[src/rtl/cat_pkg.sv]
// Package for the capacitive auto tuning controller.
// Assumes a single 50 MHz clock domain and a plain register port.
package cat_pkg;

  // ****************************************
  // Register map
  // ****************************************
  localparam logic [3:0] ADDR_CTRL     = 4'h0;
  localparam logic [3:0] ADDR_STATUS   = 4'h1;
  localparam logic [3:0] ADDR_SETTINGS = 4'h2;
  localparam logic [3:0] ADDR_COUNT    = 4'h3;
  localparam logic [3:0] ADDR_IRQ_STAT = 4'h4;
  localparam logic [3:0] ADDR_IRQ_MASK = 4'h5;
  localparam logic [3:0] ADDR_WINDOW   = 4'h6;

  // Control fields
  localparam int CTRL_START_BIT = 0;
  localparam int CTRL_BASE_LO   = 1;
  localparam int CTRL_BASE_HI   = 2;
  localparam logic [2:0] CTRL_RESET = 3'h0;

  // Interrupt bits
  localparam int IRQ_DONE_BIT  = 0;
  localparam int IRQ_START_BIT = 1;
  localparam int IRQ_W         = 2;

  // ****************************************
  // Tuning constants
  // ****************************************
  localparam logic [15:0] TUNING_TARGET = 16'h0640;
  localparam logic [15:0] BASE_CODE0    = 16'h00C8;
  localparam logic [15:0] BASE_CODE1    = 16'h0064;
  localparam logic [15:0] BASE_CODE2    = 16'h0096;
  localparam logic [15:0] BASE_CODE3    = 16'h00FA;
  localparam logic [15:0] WINDOW_RESET  = 16'h0190;
  localparam logic [15:0] BASE_TOL      = 16'h0008;
  localparam logic [15:0] TARGET_TOL    = 16'h0004;
  localparam logic [2:0]  GAIN_RESET    = 3'h0;
  localparam logic [5:0]  OFFSET_RESET  = 6'h00;

  typedef enum logic [1:0] {
    CAT_RUN,
    CAT_COARSE,
    CAT_FINE,
    CAT_SETTLE
  } cat_state_t;

  typedef struct packed {
    logic [2:0] coarse_gain_setting;
    logic [5:0] fine_offset_setting;
  } cat_settings_t;

endpackage : cat_pkg

[src/rtl/cat_ctrl.sv]
// Auto tuning controller for one capacitive channel.
// Assumes the front end gives a count and a one-cycle sample valid
// on ref_clk; settings apply from the next sample onward.
//
// Contract
// - Tune after every start-up and whenever count leaves the window.
// - Step coarse gain first so the count approaches the base value.
// - Then step fine offset until the count comes within 4 of target 1600.
// - Base select bits 2:1: 00=200, 01=100, 10=150, 11=250.
// - Target stays fixed at 1600 whatever base is chosen.
// - While tuning, busy is reported and detection is blocked.
// - Only the start bit or a large count shift starts re-tuning; small drift does not.
`timescale 1ns/100ps
module cat_ctrl #(
  parameter int CNT_W = 16
) (
  input  wire logic             ref_clk,      // 50 MHz clock
  input  wire logic             rst_n,        // Sync reset, active low
  input  wire logic [3:0]       reg_addr,     // Register address
  input  wire logic [15:0]      reg_wdata,    // Write data
  input  wire logic             reg_wr,       // Write strobe
  input  wire logic             reg_rd,       // Read strobe
  output logic      [15:0]      reg_rdata,    // Read data, next cycle
  input  wire logic             sample_valid, // New count pulse
  input  wire logic [CNT_W-1:0] sample_count, // Measured count
  output cat_pkg::cat_settings_t settings,    // Gain and offset to AFE
  output logic                  tuning_busy,  // Streamed busy status
  output logic                  detect_enable,// Detection allowed
  output logic                  irq           // Interrupt level
);

  // ****************************************
  // State
  // ****************************************
  cat_pkg::cat_state_t   state;
  cat_pkg::cat_state_t   next_state;
  cat_pkg::cat_settings_t next_settings;
  logic [2:0]            ctrl;
  logic [2:0]            next_ctrl;
  logic [15:0]           window;
  logic [15:0]           next_window;
  logic [15:0]           last_count;
  logic [15:0]           next_last_count;
  logic                  boot;
  logic                  next_boot;
  logic                  next_detect;
  logic [15:0]           next_rdata;
  logic [15:0]           base;
  logic [15:0]           cnt;
  logic                  out_of_range;
  logic                  ev_done;
  logic                  ev_start;
  logic [cat_pkg::IRQ_W-1:0] irq_status;
  logic [cat_pkg::IRQ_W-1:0] irq_mask;
  logic [cat_pkg::IRQ_W-1:0] irq_clr;
  logic                  start_req;

  assign cnt = 16'(sample_count);

  // ****************************************
  // Base value selection
  // ****************************************
  always_comb begin
    case (ctrl[cat_pkg::CTRL_BASE_HI:cat_pkg::CTRL_BASE_LO])
      2'h0:    base = cat_pkg::BASE_CODE0;
      2'h1:    base = cat_pkg::BASE_CODE1;
      2'h2:    base = cat_pkg::BASE_CODE2;
      default: base = cat_pkg::BASE_CODE3;
    endcase
  end

  // Wide window only; small drift is ignored
  assign out_of_range =
    (cnt > cat_pkg::TUNING_TARGET + window) ||
    (cnt + window < cat_pkg::TUNING_TARGET);

  assign start_req = reg_wr && (reg_addr == cat_pkg::ADDR_CTRL) &&
                     reg_wdata[cat_pkg::CTRL_START_BIT];

  // ****************************************
  // Tuning sequence
  // ****************************************
  always_comb begin
    next_state    = state;
    next_settings = settings;
    next_boot     = boot;
    next_detect   = detect_enable;
    ev_done       = 1'b0;
    ev_start      = 1'b0;
    case (state)
      cat_pkg::CAT_RUN: begin
        if (boot || start_req ||
            (sample_valid && out_of_range)) begin
          next_state  = cat_pkg::CAT_COARSE;
          next_boot   = 1'b0;
          next_detect = 1'b0;
          next_settings.coarse_gain_setting = cat_pkg::GAIN_RESET;
          next_settings.fine_offset_setting = cat_pkg::OFFSET_RESET;
          ev_start    = 1'b1;
        end
      end
      cat_pkg::CAT_COARSE: begin
        // Raw count scales with gain; step until near base
        if (sample_valid) begin
          if (cnt + cat_pkg::BASE_TOL < base &&
              settings.coarse_gain_setting != 3'h7) begin
            next_settings.coarse_gain_setting =
              settings.coarse_gain_setting + 3'h1;
          end else begin
            next_state = cat_pkg::CAT_FINE;
          end
        end
      end
      cat_pkg::CAT_FINE: begin
        if (sample_valid) begin
          if (cnt + cat_pkg::TARGET_TOL < cat_pkg::TUNING_TARGET &&
              settings.fine_offset_setting != 6'h3F) begin
            next_settings.fine_offset_setting =
              settings.fine_offset_setting + 6'h01;
          end else begin
            next_state = cat_pkg::CAT_SETTLE;
            ev_done    = 1'b1;
          end
        end
      end
      cat_pkg::CAT_SETTLE: begin
        // Detection resumes on the next measurement
        if (sample_valid) begin
          next_state  = cat_pkg::CAT_RUN;
          next_detect = 1'b1;
        end
      end
      default: next_state = cat_pkg::CAT_RUN;
    endcase
  end

  // ****************************************
  // Register port
  // ****************************************
  always_comb begin
    next_ctrl       = ctrl;
    next_window     = window;
    next_last_count = sample_valid ? cnt : last_count;
    irq_clr         = '0;
    next_rdata      = 16'h0000;
    if (reg_wr) begin
      case (reg_addr)
        cat_pkg::ADDR_CTRL:
          next_ctrl = {reg_wdata[cat_pkg::CTRL_BASE_HI:
                                 cat_pkg::CTRL_BASE_LO], 1'b0};
        cat_pkg::ADDR_WINDOW:   next_window = reg_wdata;
        cat_pkg::ADDR_IRQ_STAT: irq_clr = reg_wdata[cat_pkg::IRQ_W-1:0];
        default: ;
      endcase
    end
    if (reg_rd) begin
      case (reg_addr)
        cat_pkg::ADDR_CTRL:     next_rdata = {13'h0000, ctrl};
        cat_pkg::ADDR_STATUS:
          next_rdata = {12'h000, 2'(state), detect_enable, tuning_busy};
        cat_pkg::ADDR_SETTINGS: next_rdata = {7'h00, settings};
        cat_pkg::ADDR_COUNT:    next_rdata = last_count;
        cat_pkg::ADDR_IRQ_STAT: next_rdata = {14'h0000, irq_status};
        cat_pkg::ADDR_IRQ_MASK: next_rdata = {14'h0000, irq_mask};
        cat_pkg::ADDR_WINDOW:   next_rdata = window;
        default:                next_rdata = 16'h0000;
      endcase
    end
  end

  always_ff @(posedge ref_clk) begin
    if (!rst_n) begin
      state         <= cat_pkg::CAT_RUN;
      settings      <= '0;
      boot          <= 1'b1;
      detect_enable <= 1'b0;
      ctrl          <= cat_pkg::CTRL_RESET;
      window        <= cat_pkg::WINDOW_RESET;
      last_count    <= 16'h0000;
      reg_rdata     <= 16'h0000;
    end else begin
      state         <= next_state;
      settings      <= next_settings;
      boot          <= next_boot;
      detect_enable <= next_detect;
      ctrl          <= next_ctrl;
      window        <= next_window;
      last_count    <= next_last_count;
      reg_rdata     <= next_rdata;
    end
  end

  assign tuning_busy = (state != cat_pkg::CAT_RUN) &&
                       (state != cat_pkg::CAT_SETTLE);

  // ****************************************
  // Interrupts
  // ****************************************
  cat_irq #(
    .W(cat_pkg::IRQ_W)
  ) u_irq (
    .ref_clk  (ref_clk),
    .rst_n    (rst_n),
    .event_in ({ev_start, ev_done}),
    .clr_in   (irq_clr),
    .mask_we  (reg_wr && reg_addr == cat_pkg::ADDR_IRQ_MASK),
    .mask_in  (reg_wdata[cat_pkg::IRQ_W-1:0]),
    .status   (irq_status),
    .mask     (irq_mask),
    .irq      (irq)
  );

endmodule : cat_ctrl

[src/rtl/cat_irq.sv]
// Sticky interrupt status with mask and one level output.
// Assumes same clock domain events; write one clears.
`timescale 1ns/100ps
module cat_irq #(
  parameter int W = 2
) (
  input  wire logic         ref_clk,   // Clock
  input  wire logic         rst_n,     // Sync reset, active low
  input  wire logic [W-1:0] event_in,  // Event pulses
  input  wire logic [W-1:0] clr_in,    // Write-one-to-clear bits
  input  wire logic         mask_we,   // Mask write strobe
  input  wire logic [W-1:0] mask_in,   // Mask write data
  output logic      [W-1:0] status,    // Sticky status
  output logic      [W-1:0] mask,      // Mask register
  output logic              irq        // Level interrupt
);

  logic [W-1:0] next_status;
  logic [W-1:0] next_mask;

  always_comb begin
    next_mask = mask_we ? mask_in : mask;
    for (int i = 0; i < W; i++) begin
      // Set beats clear
      next_status[i] = event_in[i] | (status[i] & ~clr_in[i]);
    end
  end

  always_ff @(posedge ref_clk) begin
    if (!rst_n) begin
      status <= '0;
      mask   <= '0;
    end else begin
      status <= next_status;
      mask   <= next_mask;
    end
  end

  assign irq = |(status & mask);

endmodule : cat_irq

[config.mk]
export PLATFORM = sky130hd
export DESIGN_NAME = cat_ctrl
export DESIGN_NICKNAME = d
export VERILOG_FILES = /design/src/rtl/cat_pkg.sv /design/src/rtl/cat_ctrl.sv /design/src/rtl/cat_irq.sv
export SDC_FILE = /design/constraint.sdc
export NUM_CORES = 1
export LEC_CHECK = 0
export ABC_CLOCK_PERIOD_IN_PS = 3000
export BUFFER_PORTS_ARGS = -buffer_cell sky130_fd_sc_hd__buf_2
export CAP_MARGIN = 20
export CORE_MARGIN = 2
export CORE_UTILIZATION = 34
export DETAILED_ROUTE_END_ITERATION = 6
export PLACE_DENSITY = 0.6
export SYNTH_ARGS = -nofsm -noshare
export SYNTH_HDL_FRONTEND = slang
export SYNTH_SLANG_ARGS = --single-unit
export TNS_END_PERCENT = 20
[constraint.sdc]
create_clock -name ref_clk -period 3 [get_ports ref_clk]
set_input_delay 0.45 -clock ref_clk [delete_from_list [all_inputs] [get_ports ref_clk]]
set_output_delay 0.45 -clock ref_clk [all_outputs]
set_load 0.02 [all_outputs]
==> run_results.csv, run 1 <==
group,metric,value,unit
setup_path,critPathKind,"flip-flop to flip-flop",
final_layout,instances_no_fill,907,
setup_path,cpPeakStageDelay,360,ps
sta,drv_slew,0,
sta,finalHoldViolations,0,
power,power.density,471,nW/um^2
power,p_leak,2.75,nW
setup_path,worstPathArrival,3370,ps
detailed_routing,post_drt_wl_per_cell,16.6,um
sta,holdWs,348,ps
setup_path,rr_startpoint,"window[7]",
sta,slew_headroom,57.6,%
cts,clk_latency,330,ps
floorplanning,fp.dieW,121,um
floorplanning,core_region_area,13300,um^2
yosys,seq_area_frac_synth,28.8,%
yosys,avgSynthCellArea,8.02,um^2
global_routing,grt_max_degree,27,
global_routing,grt_overflow,0,
outcome,violations,"design-rule violations, negative setup slack",
detailed_routing,viasPerCell,5.52,
floorplanning,start_util,35.1,%
yosys,async_flop_share,0,%
detailed_routing,drt_pre_antenna_iters,7,
final_layout,synthToLayoutAreaGrowth,35.1,%
global_routing,antenna_found_initial,0,
yosys,postSynthCellCount,581,
yosys,ys_ff_latch,67,
floorplanning,num_rows,42,
yosys,synth_edf_count,0,
place,dp_hpwl,11200,um
global_routing,grt_use_total,21.1,%
yosys,synth_top_area_share,28.8,%
cts,clk_pin_slew,60,ps
detailed_routing,ant_nets,0,
power,peakVddDrop,0.273,mV
place,place.gp.congestion,0.880,
flow_run,maxCapViolCount,0,
setup_path,endpoint_kind,"flip-flop",
floorplanning,dieArea,14700,um^2
place,io_buffers,68,
yosys,synth_area,4660,um^2
final_layout,layout.nets,815,
detailed_routing,routed_wl,15000,um
sta,post-route-period-util,105,%
cts,cts_hold_buf,0,
cts,cts_tree,"yes",
detailed_routing,drtIter0Drc,353,
cts,cts.sinks,67,
sta,grt_setup_unrepaired,"yes",
detailed_routing,drc,2,
yosys,synthTopCellsByArea,"dfxtp_1, ha_1, nand2_1",
sta,finalSetupViolations,11,
yosys,synthDistinctLibCells,73,
global_routing,grt_pass1_wl,24400,um
final_layout,drive_gt1_share,31.3,%
sta,fin_crit,3150,ps
sta,fmax,317,MHz
setup_path,critical_path.slowest_cell,"dfxtp_4",
cts,cts_buffers,9,
cts,htreeDepth,3,
sta,timing.final.ws_setup,-150,ps
floorplanning,io_pins,69,
setup_path,worst-path-buf-inv,3,
floorplanning,die_h,121,um
place,placed_cell_area,5710,um^2
cts,cts_root_buffer,"clkbuf_16",
yosys,synth_area_leader_cell,"dfxtp_1",
yosys,syn_nets,670,
cts,clk_path_buf_depth,2,
setup_path,crit_fanout,5,
setup_path,crit_required,3220,ps
yosys,post-synth-top-count-cell,"nand2_1",
setup_path,critical_path.top_delay_family,"compound AO/OA/AOI/OAI gates",
sta,fin_skew,5.10,ps
sta,worst_slew_pin_slew,634,ps
final_layout,final_cell_area,6300,um^2
yosys,yosys_warnings,0,
setup_path,crit_chain,"ha_4 -> a21oi_4 -> buf_4 -> xnor2_1 -> ha_1 -> and4_1 -> a21oi_1 -> nand2_1 -> a21oi_1 -> o211ai_1 -> buf_4 -> a211oi_4 -> buf_4 -> o31ai_1 -> a32o_1",
min_path,hold_start,"reg_wdata[4]",
min_path,hp-class,"primary input to flip-flop",
global_routing,first_global_vias,4921,
yosys,synth_ff_type,"dfxtp_1",
place,pre_cts_ws,-477,ps
outcome,status,"finished with violations",
power,p_total,2.97,mW
yosys,synth_commonest_cells,"nand2_1, dfxtp_1, nor2_1, a21oi_1, ha_1",
place,post-place-cells,880,
setup_path,path_common_cell,"buf_4",
setup_path,cp-start-kind,"flip-flop",
setup_path,crit_start,"window[7]",
final_layout,diodes,0,
detailed_routing,via_count,5008,
## logic make-up after synthesis
kind of cell | synth area share, %
simple gates | 24.8
compound gates | 20.1
flops | 28.8
buf+inv | 5.13
fa+ha+maj | 12.9
mux | 5.40
xor+xnor | 3.01
## power by group
group	switching [mW]	internal, mW	leakage [nW]
Combinational	0.450	0.369	2.04
Sequential	0.0452	0.940	0.548
Clock	0.390	0.772	0.159
Total	0.886	2.08	2.75
## worst reg2reg max path, delay by kind of cell (launching register included)
| family | cells | cell delay, ps |
|---|---|---|
| AOI/OAI and AO/OA | 7 | 1320 |
| adders and majority gates | 2 | 430 |
| DFF | 1 | 360 |
| xor gates and xnor gates | 1 | 120 |
| and+or+nand+nor | 2 | 300 |
| buffers and inverters | 3 | 510 |
## routing by layer
layer  up-vias  GRT usage, %  part of all wire, %
li1       2406             -                    -
met1      2361          26.2                   43
met2       204          35.5                   47
met3        37          3.90                  6.6
met4         0          9.59                  3.8
met5         -             0                    0
## sequential cells by signal (all words and copies together) (netlist names)
| register | flops |
|---|---|
| boot | 1 |
| ctrl | 2 |
| detect_enable | 1 |
| last_count | 16 |
| reg_rdata | 16 |
| settings | 9 |
| state | 2 |
| u_irq.mask | 2 |
| u_irq.status | 2 |
| window | 16 |
## path summary, 6_finish.rpt
path,to,slack (ps),depth (start not counted)
worst min-delay path,window[4],350,3
worst max-delay path,settings[3],-150,15
worst max register to register,settings[3],-150,15
worst min register to register,reg_rdata[2],490,2
## area by class of cell
type	count	area, um^2
fillers	1313	7000
multi-input cells	463	3240
flip-flops and latches	67	1360
repair buffers	165	1080
clock buffers	12	256
well taps	176	220
inverters	20	75.1
clock inverters	4	72.6
## layout by cell type (no fill, tap or decap), types with 4 or more instances in the layout
| cell | n |
|---|---|
| nor2b_1 | 5 |
| buf_4 | 95 |
| or3_1 | 5 |
| a22oi_1 | 8 |
| a222oi_1 | 6 |
| xor2_1 | 7 |
| nor3_1 | 13 |
| nand3_1 | 24 |
| nand2_1 | 68 |
| xnor2_1 | 9 |
| o21ai_0 | 22 |
| nand2_2 | 4 |
| clkbuf_16 | 9 |
| nand2b_1 | 7 |
| nand4_1 | 9 |
| nand3b_1 | 5 |
| nor2_1 | 54 |
| inv_1 | 20 |
| and2_1 | 8 |
| ha_1 | 44 |
| o211ai_1 | 7 |
| dfxtp_1 | 59 |
| or4_1 | 4 |
| a211oi_1 | 5 |
| a21oi_1 | 44 |
| buf_2 | 68 |
| mux2i_1 | 24 |
| a21o_1 | 5 |
| dfxtp_2 | 6 |
## through the flow
stage | TNS, ps | util [%]
after CTS | -163 | 47.0
final | -809 | 47.4
after global routing | -2590 | 47.4
after detailed placement | -3820 | 43.0
after floorplan | 0 | -
after global placement | -3190 | 43.0
## timing repair
action | 4_1_cts | 5_1_grt
buffers inserted | 12 | 1
gates resized for setup | 34 | 11
pin swaps | 21 | 6
gates cloned | 1 | 0
setup endpoints to repair | 12 | 13
Power figures use the tool's default switching activity.
==> run 2: changes to the inputs <==
Settings changed: CORE_MARGIN 2 to unset, CORE_UTILIZATION 34 to 52, PLACE_DENSITY 0.6 to 0.77.
==> run_results.csv, run 2 (synthesis results as in run 1) <==
group,metric,value,unit
final_layout,layout.nets,810,
detailed_routing,post_drt_wl_per_cell,17.6,um
floorplanning,die_h,96.7,um
global_routing,grt_max_degree,25,
sta,post-route-period-util,103,%
power,p_total,2.48,mW
sta,holdWs,316,ps
place,place.gp.congestion,0.869,
sta,timing.final.ws_setup,-87.6,ps
place,placed_cell_area,5600,um^2
sta,slew_headroom,42.1,%
power,peakVddDrop,0.444,mV
place,post-place-cells,808,
final_layout,drive_gt1_share,30.7,%
setup_path,crit_chain,"buf_2 -> buf_4 -> ha_1 -> buf_4 -> and4_2 -> nand3_1 -> mux2_2 -> nand4_1 -> a2111oi_1 -> buf_4 -> nand2_1 -> or4b_1 -> a31oi_1",
sta,finalSetupViolations,11,
final_layout,instances_no_fill,834,
sta,fin_crit,3090,ps
final_layout,top_regs,"last_count: 16 flops, reg_rdata: 16 flops, window: 16 flops",
power,p_leak,2.64,nW
floorplanning,start_util,53.7,%
setup_path,crit_fanout,6,
detailed_routing,drc,0,
final_layout,synthToLayoutAreaGrowth,29.6,%
power,p_sw,0.852,mW
setup_path,cpPeakStageDelay,580,ps
detailed_routing,viasPerCell,6.18,
cts,cts_root_buffer,"clkbuf_8",
power,p_sw_share,34.3,%
setup_path,endpoint_kind,"flip-flop",
power,power.density,411,nW/um^2
setup_path,path_common_cell,"buf_4",
setup_path,critical_path.slowest_cell,"a2111oi_1",
global_routing,antenna_found_initial,0,
cts,cts_buffers,9,
detailed_routing,via_count,5155,
detailed_routing,drtIter0Drc,382,
place,io_buffers,68,
power,p_int,1.63,mW
setup_path,crit_required,3260,ps
power,p_seq_share,39.5,%
power,clockPowerShare,28.1,%
setup_path,cp-start-kind,"primary input",
sta,finalHoldViolations,0,
sta,worst_slew_pin_slew,867,ps
cts,clk_pin_slew,70,ps
detailed_routing,ant_nets,0,
setup_path,critPathKind,"primary input to flip-flop",
sta,fin_skew,8.95,ps
global_routing,grt_pass1_wl,23700,um
floorplanning,core_region_area,8680,um^2
power,combPwrFrac,32.4,%
setup_path,worstPathArrival,3350,ps
final_layout,final_cell_area,6040,um^2
place,dp_hpwl,10700,um
sta,finalSetupTns,-458,ps
cts,clk_path_buf_depth,2,
final_layout,diodes,0,
cts,clk_latency,350,ps
floorplanning,num_rows,34,
floorplanning,dieArea,9350,um^2
final_layout,layout_commonest_cell,"buf_4",
sta,fmax,324,MHz
global_routing,first_global_vias,5043,
sta,drv_slew,0,
global_routing,grt_use_total,31.3,%
floorplanning,fp.dieW,96.7,um
cts,cts_tree,"yes",
outcome,status,"finished with violations",
outcome,violations,"negative setup slack",
floorplanning,io_pins,69,
flow_run,maxCapViolCount,0,
detailed_routing,routed_wl,14700,um
final_layout,final_cell_mix,"buf_4, nand2_1, buf_2",
sta,grt_setup_unrepaired,"yes",
cts,cts.sinks,67,
cts,htreeDepth,3,
global_routing,grt_overflow,0,
min_path,hp-class,"primary input to flip-flop",
detailed_routing,drt_pre_antenna_iters,5,
## run 2: worst paths after layout
path                                      start     endpoint  slack, ps  depth (start not counted)
worst min register to register             boot         boot        470                          1
worst max register to register        window[1]  settings[2]        -70                         14
worst min-delay path               reg_wdata[8]    window[8]        320                          3
worst max-delay path            sample_count[4]  settings[2]        -90                         13
## run 2: layout make-up
| type | count | area, um^2 |
|---|---|---|
| Timing Repair Buffer | 160 | 1030 |
| Tap cell | 108 | 135 |
| Sequential cell | 67 | 1360 |
| Clock buffer | 12 | 155 |
| Clock inverter | 4 | 25.0 |
| Fill cell | 728 | 2640 |
| Inverter | 20 | 75.1 |
| Multi-Input combinational cell | 463 | 3260 |
## run 2: worst max-delay path: cells and delay by family
family,cells,cell delay (ps)
compound gates,2,770
fa+ha+maj,1,170
buf+inv,4,650
mux,1,250
simple gates,5,1050
## run 2: power groups by stage
| stage | clock [mW] | sequential (mW) | combinational, mW |
|---|---|---|---|
| 3_3_place_gp | 0 | 0.997 | 0.664 |
| 5_1_grt | 0.734 | 0.985 | 0.870 |
| 4_1_cts | 0.705 | 0.981 | 0.761 |
| 2_1_floorplan | 0 | 1.00 | 0.420 |
| 6_report | 0.696 | 0.981 | 0.804 |
| 3_5_place_dp | 0 | 1.00 | 0.690 |
## run 2: metal layers
layer	track usage [%]	share of wire [%]	wire, um	up-vias
li1	-	-	-	2395
met1	36.3	39	5740	2406
met2	53.3	48	7110	288
met3	6.79	7.8	1140	66
met4	17.6	4.8	710	0
met5	0	0	0	-
## run 2: stage by stage
step / setup slack [ps] / utilization, %
after global routing: -193 / 69.6
after global placement: -364 / 64.5
after detailed placement: -405 / 64.5
after CTS: 1.18 / 69.0
final: -87.6 / 69.6
after floorplan: 18.7 / -
## run 2: repair_timing
item,in CTS,in global routing
resized for setup,31,11
cloned,1,0
buffers inserted,10,0
pin swaps,17,6
hold buffers,0,0
endpoints found under the setup margin,12,13
